$ cat config.mk
export PLATFORM = sky130hd
export DESIGN_NAME = iesc_top
export DESIGN_NICKNAME = d
export VERILOG_FILES = /design/src/inc/iesc_pkg.sv /design/src/verilog/iesc_pin_sync.sv /design/src/verilog/iesc_top.sv
export VERILOG_INCLUDE_DIRS = /design/src /design/src/inc
export SDC_FILE = /design/constraint.sdc
export NUM_CORES = 1
export LEC_CHECK = 0
export BUFFER_PORTS_ARGS = -buffer_cell sky130_fd_sc_hd__buf_2
export CAP_MARGIN = 10
export CORE_ASPECT_RATIO = 1.4
export CORE_MARGIN = 4
export CORE_UTILIZATION = 58
export CTS_BUF_LIST = sky130_fd_sc_hd__clkbuf_4
export DETAILED_ROUTE_END_ITERATION = 16
export GPL_TIMING_DRIVEN = 0
export PLACE_DENSITY = 0.95
export SYNTH_ARGS = -nofsm -noshare
export SYNTH_HDL_FRONTEND = slang
export SYNTH_SLANG_ARGS = --single-unit
$ cat constraint.sdc
create_clock -name ref_clk -period 7.75 [get_ports ref_clk]
set_input_delay 0.3875 -clock ref_clk [delete_from_list [all_inputs] [get_ports ref_clk]]
set_output_delay 0.3875 -clock ref_clk [all_outputs]
set_load 0.02 [all_outputs]
$ cat src/inc/iesc_defines.svh
// Constants for the interrupt entry and sleep control block
`ifndef IESC_DEFINES_SVH
`define IESC_DEFINES_SVH

`define IESC_CTRL_OFS      8'h00
`define IESC_STAT_OFS      8'h04
`define IESC_MASK_OFS      8'h08
`define IESC_PEND_OFS      8'h0c
`define IESC_SP_OFS        8'h10
`define IESC_MODE_OFS      8'h14
`define IESC_FLAGS_OFS     8'hfc

`define IESC_CTRL_GIE      0
`define IESC_STAT_ENTRY    0
`define IESC_STAT_VECTOR   1
`define IESC_STAT_WAKE     2
`define IESC_STAT_W        3

`define IESC_FLAG_C        7
`define IESC_FLAG_Z        6
`define IESC_FLAG_S        5
`define IESC_FLAG_V        4
`define IESC_FLAG_D        3
`define IESC_FLAG_H        2
`define IESC_FLAG_LSB      2
`define IESC_FLAGS_RST     8'h00

`define IESC_NSRC          6
`define IESC_SP_RST        16'h0000
`define IESC_VEC_BASE      16'h0000
`define IESC_RESTART_ADDR  16'h000c

`define IESC_OP_NOP        8'hff
`define IESC_OP_STOP       8'h6f
`define IESC_OP_HALT       8'h7f

`define IESC_TPC_NS        50
`define IESC_STACK_CYC     48
`define IESC_VEC_CYC       9
`define IESC_EXT_LEAD_CYC  5
`define IESC_FETCH_CYC     (`IESC_STACK_CYC + `IESC_VEC_CYC + 1)
`define IESC_EXT_FETCH_CYC (`IESC_FETCH_CYC + `IESC_EXT_LEAD_CYC)

`define IESC_SLOT_PCL      8'd40
`define IESC_SLOT_PCH      8'd43
`define IESC_SLOT_FLG      8'd46
`define IESC_SLOT_VHI      8'd50
`define IESC_SLOT_VLO      8'd53

`endif

$ cat src/inc/iesc_pkg.sv
// Types shared by the interrupt entry and sleep control block
package iesc_pkg;
    typedef logic [31:0] iesc_word_t;
    typedef logic [15:0] iesc_addr_t;
    typedef logic [7:0]  iesc_byte_t;
    typedef enum logic [1:0] {
        IESC_RUN,
        IESC_ENTRY,
        IESC_HALT,
        IESC_STOP
    } iesc_mode_t;
endpackage

$ cat src/verilog/iesc_pin_sync.sv
// Three-stage pin synchroniser with agreement filter
`timescale 1ns/1ns
module iesc_pin_sync #(
    parameter int W = 4
) (
    input  wire logic         ref_clk,
    input  wire logic         reset,
    input  wire logic [W-1:0] pin_in,
    output logic      [W-1:0] level_out
);
    logic [W-1:0] s1_reg, s2_reg, s3_reg, lvl_reg;
    logic [W-1:0] lvl_next;

    always_comb begin
        for (int i = 0; i < W; i++) begin
            lvl_next[i] = (s2_reg[i] == s3_reg[i]) ? s3_reg[i] : lvl_reg[i];
        end
    end

    // Idle level is high: request lines are active low
    always_ff @(posedge ref_clk or posedge reset) begin
        if (reset) begin
            s1_reg  <= '1;
            s2_reg  <= '1;
            s3_reg  <= '1;
            lvl_reg <= '1;
        end else begin
            s1_reg  <= pin_in;
            s2_reg  <= s1_reg;
            s3_reg  <= s2_reg;
            lvl_reg <= lvl_next;
        end
    end

    assign level_out = lvl_reg;
endmodule

$ cat src/verilog/iesc_top.sv
// Interrupt entry sequencer, sleep control and flag register with AHB-Lite slave
//
// The AHB-Lite interface to the registers was chosen for this implementation.
`timescale 1ns/1ns
`include "iesc_defines.svh"
module iesc_top (
    input  wire logic                ref_clk,
    input  wire logic                reset,
    input  wire logic                hsel,
    input  wire iesc_pkg::iesc_word_t haddr,
    input  wire logic [1:0]          htrans,
    input  wire logic                hwrite,
    input  wire logic [2:0]          hsize,
    input  wire iesc_pkg::iesc_word_t hwdata,
    input  wire logic                hready,
    output iesc_pkg::iesc_word_t     hrdata,
    output logic                     hreadyout,
    output logic                     hresp,
    input  wire logic                ext_request_line_0,
    input  wire logic                ext_request_line_1,
    input  wire logic                ext_request_line_2,
    input  wire logic                ext_request_line_3,
    input  wire logic [1:0]          core_req,
    input  wire logic                instr_last,
    input  wire logic                op_valid,
    input  wire iesc_pkg::iesc_byte_t opcode,
    input  wire iesc_pkg::iesc_addr_t core_pc,
    input  wire logic                flag_load,
    input  wire iesc_pkg::iesc_byte_t flag_in,
    input  wire iesc_pkg::iesc_byte_t mem_rdata,
    output iesc_pkg::iesc_addr_t     mem_addr,
    output iesc_pkg::iesc_byte_t     mem_wdata,
    output logic                     mem_wdata_oe,
    output logic                     address_strobe_n,
    output logic                     data_strobe_n,
    output logic                     read_write_n,
    output logic                     cpu_clk_en,
    output logic                     osc_en,
    output logic                     timer_run,
    output logic                     pc_load,
    output iesc_pkg::iesc_addr_t     pc_value,
    output iesc_pkg::iesc_byte_t     flag_value,
    output logic                     irq_out
);
    import iesc_pkg::*;

    localparam int NS = `IESC_NSRC;

    function automatic logic [1:0] slot_ph(input logic [7:0] c, input logic [7:0] s);
        slot_ph = (c == s) ? 2'h1 : (c == s + 8'h01) ? 2'h2 : (c == s + 8'h02) ? 2'h3 : 2'h0;
    endfunction

    function automatic logic [2:0] first_one(input logic [NS-1:0] v);
        first_one = 3'h0;
        for (int i = NS - 1; i >= 0; i--) begin
            if (v[i]) begin
                first_one = 3'(i);
            end
        end
    endfunction

    ////////////////////////////////////////////////////////////////////////
    // Pin synchronisers and request edges
    logic [3:0]    ext_lvl;
    logic [3:0]    ext_lvl_d_reg;
    logic [NS-1:0] new_req;

    iesc_pin_sync #(.W(4)) u_sync (
        .ref_clk   (ref_clk),
        .reset     (reset),
        .pin_in    ({ext_request_line_3, ext_request_line_2,
                     ext_request_line_1, ext_request_line_0}),
        .level_out (ext_lvl)
    );

    // Falling edge requests on the lines, core requests taken as levels; lines keep sampling in every mode, stop included
    assign new_req = {core_req, ext_lvl_d_reg & ~ext_lvl};

    ////////////////////////////////////////////////////////////////////////
    // Sequencer state
    iesc_mode_t    mode_reg, mode_next;
    logic [7:0]    cnt_reg, cnt_next;
    logic [2:0]    src_reg, src_next;
    logic [NS-1:0] pend_reg, pend_next;
    logic          prev_nop_reg, prev_nop_next;
    logic          boot_reg;
    logic [7:0]    vhi_reg, vhi_next, vlo_reg, vlo_next;
    iesc_addr_t    addr_reg, addr_next, pcv_reg, pcv_next;
    iesc_byte_t    wd_reg, wd_next;
    logic          oe_reg, oe_next, as_reg, as_next, ds_reg, ds_next, rw_reg, rw_next;
    logic          cen_reg, cen_next, osc_reg, osc_next, tmr_reg, tmr_next;
    logic          pcl_reg, pcl_next;
    logic          grant, wake, push, vec_done;
    logic [1:0]    ph_pcl, ph_pch, ph_flg, ph_vhi, ph_vlo;

    // Bus and register state
    logic          gie_reg, gie_next;
    logic [`IESC_STAT_W-1:0] stat_reg, stat_next, mask_reg, mask_next;
    iesc_addr_t    sp_reg, sp_next;
    iesc_byte_t    flags_reg, flags_next;
    iesc_word_t    rd_reg, rd_next;
    logic          dp_wr_reg, dp_wr_next, irq_reg, irq_next;
    logic [7:0]    dp_ofs_reg, dp_ofs_next;

    ////////////////////////////////////////////////////////////////////////
    // Sequencer next state
    always_comb begin
        mode_next     = mode_reg;
        cnt_next      = cnt_reg;
        src_next      = src_reg;
        prev_nop_next = op_valid ? (opcode == `IESC_OP_NOP) : prev_nop_reg;
        vhi_next      = vhi_reg;
        vlo_next      = vlo_reg;
        pcv_next      = pcv_reg;
        pcl_next      = boot_reg;
        grant         = 1'b0;
        wake          = 1'b0;
        vec_done      = 1'b0;
        case (mode_reg)
            IESC_RUN: begin
                // Sleep opcode only honoured right after a no-operation
                if (op_valid && prev_nop_reg && opcode == `IESC_OP_STOP) begin
                    mode_next = IESC_STOP;
                end else if (op_valid && prev_nop_reg && opcode == `IESC_OP_HALT) begin
                    mode_next = IESC_HALT;
                end else if (instr_last && gie_reg && |pend_reg) begin
                    grant     = 1'b1;
                    mode_next = IESC_ENTRY;
                    cnt_next  = 8'h01;
                    src_next  = first_one(pend_reg);
                end
            end
            IESC_ENTRY: begin
                cnt_next = cnt_reg + 8'h01;
                if (!ds_reg && rw_reg && cnt_reg == `IESC_SLOT_VHI + 8'h01) begin
                    vhi_next = mem_rdata;
                end
                if (!ds_reg && rw_reg && cnt_reg == `IESC_SLOT_VLO + 8'h01) begin
                    vlo_next = mem_rdata;
                end
                if (cnt_reg == 8'(`IESC_FETCH_CYC - 1)) begin
                    mode_next = IESC_RUN;
                    pcl_next  = 1'b1;
                    pcv_next  = {vhi_reg, vlo_reg};
                    vec_done  = 1'b1;
                end
            end
            IESC_HALT: begin
                if (|(pend_reg | new_req)) begin
                    mode_next = IESC_RUN;
                    wake      = 1'b1;
                end
            end
            IESC_STOP: begin
                mode_next = IESC_STOP;
            end
            default: begin
                mode_next = IESC_RUN;
            end
        endcase
        if (boot_reg) begin
            pcv_next = `IESC_RESTART_ADDR;
        end
        // Set wins over the grant's clear
        pend_next = (pend_reg & ~(grant ? NS'(1) << src_next : NS'(0))) | new_req;

        // External bus cycles driven from the coming count
        ph_pcl    = slot_ph(cnt_next, `IESC_SLOT_PCL);
        ph_pch    = slot_ph(cnt_next, `IESC_SLOT_PCH);
        ph_flg    = slot_ph(cnt_next, `IESC_SLOT_FLG);
        ph_vhi    = slot_ph(cnt_next, `IESC_SLOT_VHI);
        ph_vlo    = slot_ph(cnt_next, `IESC_SLOT_VLO);
        addr_next = addr_reg;
        wd_next   = wd_reg;
        as_next   = 1'b1;
        ds_next   = 1'b1;
        rw_next   = 1'b1;
        oe_next   = 1'b0;
        push      = 1'b0;
        if (mode_next == IESC_ENTRY) begin
            if ((ph_pcl | ph_pch | ph_flg) != 2'h0) begin
                rw_next = 1'b0;
                oe_next = 1'b1;
                as_next = (ph_pcl | ph_pch | ph_flg) != 2'h1;
                ds_next = (ph_pcl | ph_pch | ph_flg) != 2'h2;
                if ((ph_pcl | ph_pch | ph_flg) == 2'h1) begin
                    push      = 1'b1;
                    addr_next = sp_reg - 16'h0001;
                    wd_next   = (ph_pcl != 2'h0) ? core_pc[7:0] :
                                (ph_pch != 2'h0) ? core_pc[15:8] : flags_reg;
                end
            end
            if ((ph_vhi | ph_vlo) != 2'h0) begin
                as_next = (ph_vhi | ph_vlo) != 2'h1;
                ds_next = (ph_vhi | ph_vlo) != 2'h2;
                if (ph_vhi == 2'h1) begin
                    addr_next = `IESC_VEC_BASE + {12'h000, src_reg, 1'b0};
                end
                if (ph_vlo == 2'h1) begin
                    addr_next = `IESC_VEC_BASE + {12'h000, src_reg, 1'b1};
                end
            end
        end
        cen_next = mode_next != IESC_HALT && mode_next != IESC_STOP;
        osc_next = mode_next != IESC_STOP;
        tmr_next = mode_next != IESC_STOP;
    end

    always_ff @(posedge ref_clk or posedge reset) begin
        if (reset) begin
            mode_reg      <= IESC_RUN;
            cnt_reg       <= 8'h00;
            src_reg       <= 3'h0;
            pend_reg      <= '0;
            prev_nop_reg  <= 1'b0;
            boot_reg      <= 1'b1;
            vhi_reg       <= 8'h00;
            vlo_reg       <= 8'h00;
            addr_reg      <= 16'h0000;
            pcv_reg       <= 16'h0000;
            wd_reg        <= 8'h00;
            oe_reg        <= 1'b0;
            as_reg        <= 1'b1;
            ds_reg        <= 1'b1;
            rw_reg        <= 1'b1;
            cen_reg       <= 1'b1;
            osc_reg       <= 1'b1;
            tmr_reg       <= 1'b1;
            pcl_reg       <= 1'b0;
            ext_lvl_d_reg <= 4'hf;
        end else begin
            mode_reg      <= mode_next;
            cnt_reg       <= cnt_next;
            src_reg       <= src_next;
            pend_reg      <= pend_next;
            prev_nop_reg  <= prev_nop_next;
            boot_reg      <= 1'b0;
            vhi_reg       <= vhi_next;
            vlo_reg       <= vlo_next;
            addr_reg      <= addr_next;
            pcv_reg       <= pcv_next;
            wd_reg        <= wd_next;
            oe_reg        <= oe_next;
            as_reg        <= as_next;
            ds_reg        <= ds_next;
            rw_reg        <= rw_next;
            cen_reg       <= cen_next;
            osc_reg       <= osc_next;
            tmr_reg       <= tmr_next;
            pcl_reg       <= pcl_next;
            ext_lvl_d_reg <= ext_lvl;
        end
    end

    ////////////////////////////////////////////////////////////////////////
    // AHB-Lite slave and registers; zero wait states, always OKAY
    always_comb begin
        gie_next    = grant ? 1'b0 : gie_reg;
        stat_next   = stat_reg;
        mask_next   = mask_reg;
        sp_next     = push ? sp_reg - 16'h0001 : sp_reg;
        flags_next  = flag_load ? {flag_in[7:`IESC_FLAG_LSB], 2'b00} : flags_reg;
        dp_wr_next  = hsel && htrans[1] && hready && hwrite;
        dp_ofs_next = haddr[7:0];
        rd_next     = 32'h0000_0000;
        if (dp_wr_reg) begin
            case (dp_ofs_reg)
                `IESC_CTRL_OFS:  gie_next  = hwdata[`IESC_CTRL_GIE] && !grant;
                `IESC_STAT_OFS:  stat_next = stat_reg & ~hwdata[`IESC_STAT_W-1:0];
                `IESC_MASK_OFS:  mask_next = hwdata[`IESC_STAT_W-1:0];
                `IESC_SP_OFS:    sp_next   = hwdata[15:0];
                `IESC_FLAGS_OFS: flags_next = {hwdata[7:`IESC_FLAG_LSB], 2'b00};
                default: begin
                end
            endcase
        end
        // Hardware events set after the software clear
        stat_next = stat_next | {wake, vec_done, grant};
        if (hsel && htrans[1] && hready && !hwrite) begin
            case (haddr[7:0])
                `IESC_CTRL_OFS:  rd_next = {31'h0, gie_reg};
                `IESC_STAT_OFS:  rd_next = {29'h0, stat_reg};
                `IESC_MASK_OFS:  rd_next = {29'h0, mask_reg};
                `IESC_PEND_OFS:  rd_next = {26'h0, pend_reg};
                `IESC_SP_OFS:    rd_next = {16'h0, sp_reg};
                `IESC_MODE_OFS:  rd_next = {21'h0, src_reg, 6'h0, mode_reg};
                `IESC_FLAGS_OFS: rd_next = {24'h0, flags_reg};
                default:         rd_next = 32'h0000_0000;
            endcase
        end
        irq_next = |(stat_next & mask_next);
    end

    always_ff @(posedge ref_clk or posedge reset) begin
        if (reset) begin
            gie_reg    <= 1'b0;
            stat_reg   <= '0;
            mask_reg   <= '0;
            sp_reg     <= `IESC_SP_RST;
            flags_reg  <= `IESC_FLAGS_RST;
            rd_reg     <= 32'h0000_0000;
            dp_wr_reg  <= 1'b0;
            dp_ofs_reg <= 8'h00;
            irq_reg    <= 1'b0;
        end else begin
            gie_reg    <= gie_next;
            stat_reg   <= stat_next;
            mask_reg   <= mask_next;
            sp_reg     <= sp_next;
            flags_reg  <= flags_next;
            rd_reg     <= rd_next;
            dp_wr_reg  <= dp_wr_next;
            dp_ofs_reg <= dp_ofs_next;
            irq_reg    <= irq_next;
        end
    end

    assign hrdata           = rd_reg;
    assign hreadyout        = 1'b1;
    assign hresp            = 1'b0;
    assign mem_addr         = addr_reg;
    assign mem_wdata        = wd_reg;
    assign mem_wdata_oe     = oe_reg;
    assign address_strobe_n = as_reg;
    assign data_strobe_n    = ds_reg;
    assign read_write_n     = rw_reg;
    assign cpu_clk_en       = cen_reg;
    assign osc_en           = osc_reg;
    assign timer_run        = tmr_reg;
    assign pc_load          = pcl_reg;
    assign pc_value         = pcv_reg;
    assign flag_value       = flags_reg;
    assign irq_out          = irq_reg;
endmodule
# Word level (Yosys, flattened, before mapping)
# Index checks and enable logic that the tools add are counted.
[totals] mem_count=0 reg_bits=177 latchBits=0 ram_bits=0 output_inout_bits=91 wordCells=216 rom_bits=0
[op_classes] div=0 n_eq_ne=48 n_reduce_logical=33 bitwise=13 shifts=1 n_mul=0 add_sub_neg=2 n_mux=84 magnitude_cmp=0
[ops] cell="16-bit 2-to-1 mux" n=12
[ops] cell="8-bit by 6-bit == test with 1-bit output, second input constant" n=18
[ops] cell="16-bit one-hot mux with 7 select lines" n=1
[ops] cell="8-bit 2-to-1 mux" n=8
[ops] cell="3-bit 2-to-1 mux" n=14
[ops] cell="2-bit 2-to-1 mux" n=20
[ops] cell="1-bit 2-to-1 mux" n=26
[ops] cell="8-bit by 4-bit == test with 1-bit output, second input constant" n=3
[ops] cell="8-bit by 5-bit == test with 1-bit output, second input constant" n=3
[ops] cell="8-bit == test, second input constant" n=3
[ops] cell="8-bit by 3-bit == test with 1-bit output, second input constant" n=2
[ops] cell="8-bit by 7-bit == test with 1-bit output, second input constant" n=2
[ops] cell="8-bit logical NOT" n=2
[ops] cell="8-bit one-hot mux with 2 select lines" n=1
[ops] cell="16-bit by 1-bit subtractor with 16-bit output, second input constant" n=1
[ops] cell="1-bit logical AND" n=14
[ops] cell="6-bit bitwise OR" n=2
[ops] cell="2-bit nonzero test" n=6
[ops] cell="6-bit OR reduction" n=2
[ops] cell="2-bit by 1-bit == test with 1-bit output, second input constant" n=5
[ops] cell="8-bit by 1-bit adder with 8-bit output, second input constant" n=1
[ops] cell="2-bit inequality test, second input constant" n=4
[ops] cell="2-bit one-hot mux with 4 select lines" n=1
[ops] cell="3-bit AND" n=2
[ops] cell="17 further kinds" n=28

# Depth between registers and ports, before layout
[logic_depth] ltp_word=19 depth_mapped=11 mapped_depth_nobuf=10

# Hierarchy
# From an unflattened synthesis, not the netlist that was laid out.
[hier_totals] cells_unflattened=701 area_unflattened_um2=7408.4
[modules_own_cells] module="iesc_top" seq_area_each_um2=3641.0 area_per_inst_um2=6939.2 instances=1 cells_per_inst=680
[modules_own_cells] module="iesc_pin_sync" seq_area_each_um2=420.4 area_per_inst_um2=469.2 instances=1 cells_per_inst=21

# Worst setup path after synthesis
# Ideal clock, no wire load.
[synth_timing] path_type="flip-flop to flip-flop" start="reg sp_reg[0]" end="reg sp_reg[14]" arrival_time_ps=2898 path_buffers=0 path_stages_with_launch=11 synth_period_minus_slack_ps=3030 setup_slack_ps=4720 required_ps=7618 setup_ps=132 cell_sequence="dfrtp_1 inv_1 ha_1 or3b_4 or4b_4 or3_4 or3_4 or3_4 nor3_2 xnor2_1 o21ai_1"
[synth_via] elab_chain_cells=4
[synth_rtl] item="start: declaration" line="iesc_top.sv:99" text="iesc_addr_t sp_reg, sp_next;"
[synth_rtl] item="start signal: assignment" line="iesc_top.sv:299" text="sp_reg <= `IESC_SP_RST;"
[synth_rtl] item="start signal: assignment" line="iesc_top.sv:309" text="sp_reg <= sp_next;"
[synth_rtl] item="16-bit by 1-bit subtractor with 16-bit output *" line="iesc_top.sv:261" text="sp_next = push ? sp_reg - 16'h0001 : sp_reg;"
[synth_rtl] item="16-bit 2-to-1 mux *" line="iesc_top.sv:261"
[synth_rtl] item="16-bit 2-to-1 mux" line="iesc_top.sv:267" text="case (dp_ofs_reg)"
[synth_rtl] item="16-bit 2-to-1 mux *" line="iesc_top.sv:266" text="if (dp_wr_reg) begin"
[synth_rtl] item="net sp_next[14]" line="iesc_top.sv:99"
# The timed path passes the listed nets; every way through them passes the cells marked *.
# A chain may end at the register's enable or synchronous reset.

# Worst setup path in the final report
[layout_timing] start="reg cnt_reg[4]" end="reg wd_reg[3] (netlist: mem_wdata[3])"
[layout_via] elab_chain_cells=12 elab_cells_between_ends=36 cone_classes="add/sub: 1; eq/ne: 12; mux: 17; bitwise: 2; reduce/logical: 4"
[layout_rtl] item="start: declaration" line="iesc_top.sv:82" text="logic [7:0] cnt_reg, cnt_next;"
[layout_rtl] item="start signal: assignment" line="iesc_top.sv:233" text="cnt_reg <= cnt_next;"
[layout_rtl] item="parallel branches: the longest is 12 deep, another holds 8-bit by 1-bit adder with 8-bit output"
[layout_rtl] item="end signal: assignment" line="iesc_top.sv:242" text="wd_reg <= wd_next;"
[layout_rtl] item="end: declaration" line="iesc_top.sv:89" text="iesc_byte_t wd_reg, wd_next;"
# Parallel ways; which one is timed is not known.

==> results.py <==
metrics = {
    "drt": {
        "antenna_left": 0,
        "wl_um": 19130,
        "drt-vias-per-instance": 5.837,
        "wl_per_cell_um": 18.05,
        "dr.pass1.iters": 5,
        "vias": 6187,
        "drc_errors": 0,
        "dr.first_iter.drc_count": 436,
    },
    "power_and_ir_drop": {
        "p_sw_w": 0.0006254,
        "p_leak_nw": 4.050,
        "power_density_nw_per_um2": 223.8,
        "switching_share": 0.3168,
        "p_clk_frac": 0.294,
        "power_frac_seq": 0.475,
        "peakVddDrop_v": 0.0001305,
        "p_int_w": 0.001349,
        "combPwrFrac": 0.231,
    },
    "critical_path": {
        "cp_top_family": "simple AND/OR/NAND/NOR gates",
        "cp_slowest_cell": "nor4_2",
        "worst-path-stages": 11,
        "max_stage_delay_ns": 0.79,
        "cp-start-kind": "flop",
        "cpMostUsedCell": "clkbuf_1",
        "crit_type": "flop to flop",
        "worstPathMaxFanout": 10,
        "crit_chain": "clkbuf_1 -> nand2_1 -> nor4_1 -> and4_1 -> clkbuf_1 -> nor4_2 -> o211ai_1 -> nor2_1 -> clkbuf_1 -> o21ai_0 -> o21ai_1",
        "worstPathArrival_ns": 4.18,
        "r2r_cells": 11,
        "crit_path_end_kind": "flop",
        "cp_num_buf_inv": 3,
        "cp_data_required_time_ns": 8.25,
    },
    "clock_tree": {
        "clock-sinks": 161,
        "clk_latency_ns": 0.56,
        "path_clk_slew_ns": 0.15,
        "tritoncts": "built",
        "htreeDepth": 4,
        "cts-root-buf": "clkbuf_4",
        "cts_buffer_depth": 2,
        "post_cts_buffers": 0,
        "cts_buffers": 17,
    },
    "global_routing": {
        "grt_usage": 0.2658,
        "grt_overflow": 0,
        "antenna_found_initial": 1,
        "grt_pass1_wl_um": 30250,
        "grt_start_max_net_pins": 104,
        "grt_pass1_vias": 6215,
    },
    "floorplanning": {
        "coreArea_um2": 12310,
        "die_h_um": 140.8,
        "rows": 48,
        "dieArea_um2": 14490,
        "die_width_um": 102.9,
        "ios": 214,
        "start_util": 0.5937,
    },
    "timing": {
        "fin_ws_ns": 4.073,
        "rsz0062_at_grt": "false",
        "hold_viol_final": 0,
        "fin_crit_sh": 0.4745,
        "slew_headroom": 0.2506,
        "setup_viol": 0,
        "drv_slew": 0,
        "fmax_ghz": 0.2719,
        "layout_min_cycle_time_ns": 3.677,
        "finalSetupTns_ns": 0,
        "clock_skew_ns": 0.01844,
        "tightest_slew_ns": 1.122,
    },
    "yosys": {
        "ys_seq_elements": 161,
        "seq_area_frac_synth": 0.5556,
        "synth-async-reset-ratio": 1.000,
        "syn-cell-area_um2": 7310,
        "synth_ff_type": "dfrtp_1",
        "ys_warn_count": 0,
        "syn_avg_cell_area_um2": 10.49,
        "ys_types": 68,
        "synth_cells": 697,
        "synth_edf_count": 0,
    },
    "layout": {
        "design_area_um2": 8820,
        "syn_to_final_growth_pct": 20.66,
        "final_util": 0.7164,
        "drive_gt1_frac": 0.2904,
        "finalNetCount": 1023,
    },
    "placement": {
        "dpl-instance-area_um2": 8334,
        "place_hpwl_um": 13660,
        "numPortBuffers": 148,
        "globalplace.congestion": 0.9513,
        "place_ws_ns": 4.125,
    },
    "hold_path": {
        "hold_depth": 3,
        "hold_class": "input port to flop",
    },
    "flow_run": {
        "maxCapViolations": 0,
    },
    "outcome": {
        "outcome": "finished clean",
    },
}
==> routing by layer <==
metal | GRT usage | wire (um) | vias to the layer above | share of wire
met5 | 0 | 0 | - | 0
met4 | 0.1412 | 864 | 0 | 0.045
met3 | 0.05792 | 1723 | 80 | 0.090
met2 | 0.4549 | 9855 | 348 | 0.52
met1 | 0.3043 | 6689 | 2918 | 0.35
li1 | - | - | 2841 | -
==> worst reg2reg max path: cells and delay by family (launching register included) <==
kind                   cells  cell delay (ns)
AO/OA/AOI/OAI              3             0.78
AND/OR/NAND/NOR            5             1.65
flip-flops                 1             0.39
buffers and inverters      3             0.82
==> power by group through the flow <==
stage	Sequential [W]	Combinational, W	Clock (W)
5_1_grt	0.000944	0.000499	0.000618
4_1_cts	0.000936	0.000450	0.000589
3_3_place_gp	0.000949	0.000429	0
3_5_place_dp	0.000951	0.000442	0
2_1_floorplan	0.000950	0.000320	0
6_report	0.000938	0.000456	0.000580
==> cell families after synthesis <==
| group | Yosys count | synth area share |
|---|---|---|
| compound gates | 152 | 0.1387 |
| other cells | 2 | 0.001027 |
| simple gates | 239 | 0.1619 |
| flops | 161 | 0.5556 |
| mux | 27 | 0.04040 |
| xor+xnor | 35 | 0.04194 |
| buf+inv | 73 | 0.04810 |
| fa+ha+maj | 8 | 0.01233 |
==> cells in the final DEF (no fill, tap or decap), drive strengths merged, types with 4 or more instances in the layout <==
cell / count
nor3b: 4
nand4: 8
buf: 177
or3: 10
nor4: 11
a22oi: 10
nor3: 23
o21ai: 52
and3: 5
nand3: 9
clkbuf: 43
dfstp: 26
dlygate4sd3: 14
o22ai: 10
inv: 25
mux2i: 7
xnor2: 32
clkinv: 5
a22o: 17
nor2: 43
mux2: 20
dfrtp: 135
maj3: 4
a21o: 7
nand3b: 4
nand2b: 9
conb: 19
a21oi: 21
bufinv: 4
nand2: 98
ha: 4
==> through the flow <==
step / hold WS (ns) / std cells / total power [W]
2_1_floorplan: 0.3452 / 714 / 0.001270
3_3_place_gp: 0.3459 / 1012 / 0.001378
3_5_place_dp: 0.3468 / 1013 / 0.001393
4_1_cts: 0.003555 / 1059 / 0.001975
5_1_grt: 0.01651 / 1060 / 0.002061
6_report: 0.04294 / 1060 / 0.001974
==> path summary, 6_finish.rpt <==
path	end	from	slack, ns
setup / recovery	mem_wdata[3]	cnt_reg[4]	4.07
hold / removal	sp_reg[12]	hwdata[12]	0.04
setup reg to reg	mem_wdata[3]	cnt_reg[4]	4.07
hold reg to reg	u_sync.s2_reg[1]	u_sync.s1_reg[1]	0.37
max in group asynchronous	read_write_n	reset	6.46
min in group asynchronous	irq_out	reset	0.43
==> timing repair <==
item                      CTS  global route
hold buffers               14             0
resized for setup           0             0
hold endpoints to repair   64             0
==> layout make-up <==
type	count	area (um2)
plain buffers	52	272.8
multi-input cells	480	2960
flip-flops and latches	161	4061
fillers	859	3492
clock buffers	19	142.6
clock inverters	13	200.2
inverters	21	83.83
repair buffers	163	908.4
well taps	150	187.7
diodes	1	2.502
==> Yosys cell counts, drive strengths merged (3+ instances only) <==
library cell,n,area share
a22oi,10,0.010
a22o,17,0.020
inv,20,0.010
o41ai,3,0.0036
or4b,3,0.0046
nand3b,4,0.0041
a221oi,3,0.0036
and3,5,0.0043
maj3,4,0.0055
ha,4,0.0068
nand4,8,0.0068
mux2,20,0.031
nand2,98,0.050
a211oi,3,0.0031
nor3,23,0.016
o21ai,52,0.036
dfstp,26,0.093
a21oi,21,0.014
a31oi,3,0.0026
or2,3,0.0026
mux2i,7,0.0096
dfrtp,135,0.46
nand2b,9,0.0077
nor4,11,0.012
a21o,7,0.0072
nor2b,3,0.0026
nand3,9,0.0062
xor2,3,0.0036
nor3b,4,0.0041
or3,10,0.011
o22ai,10,0.0086
xnor2,32,0.038
buf,28,0.025
nor2,43,0.022
clkbuf,24,0.012
Note: power is estimated with default switching activity, not from simulation.
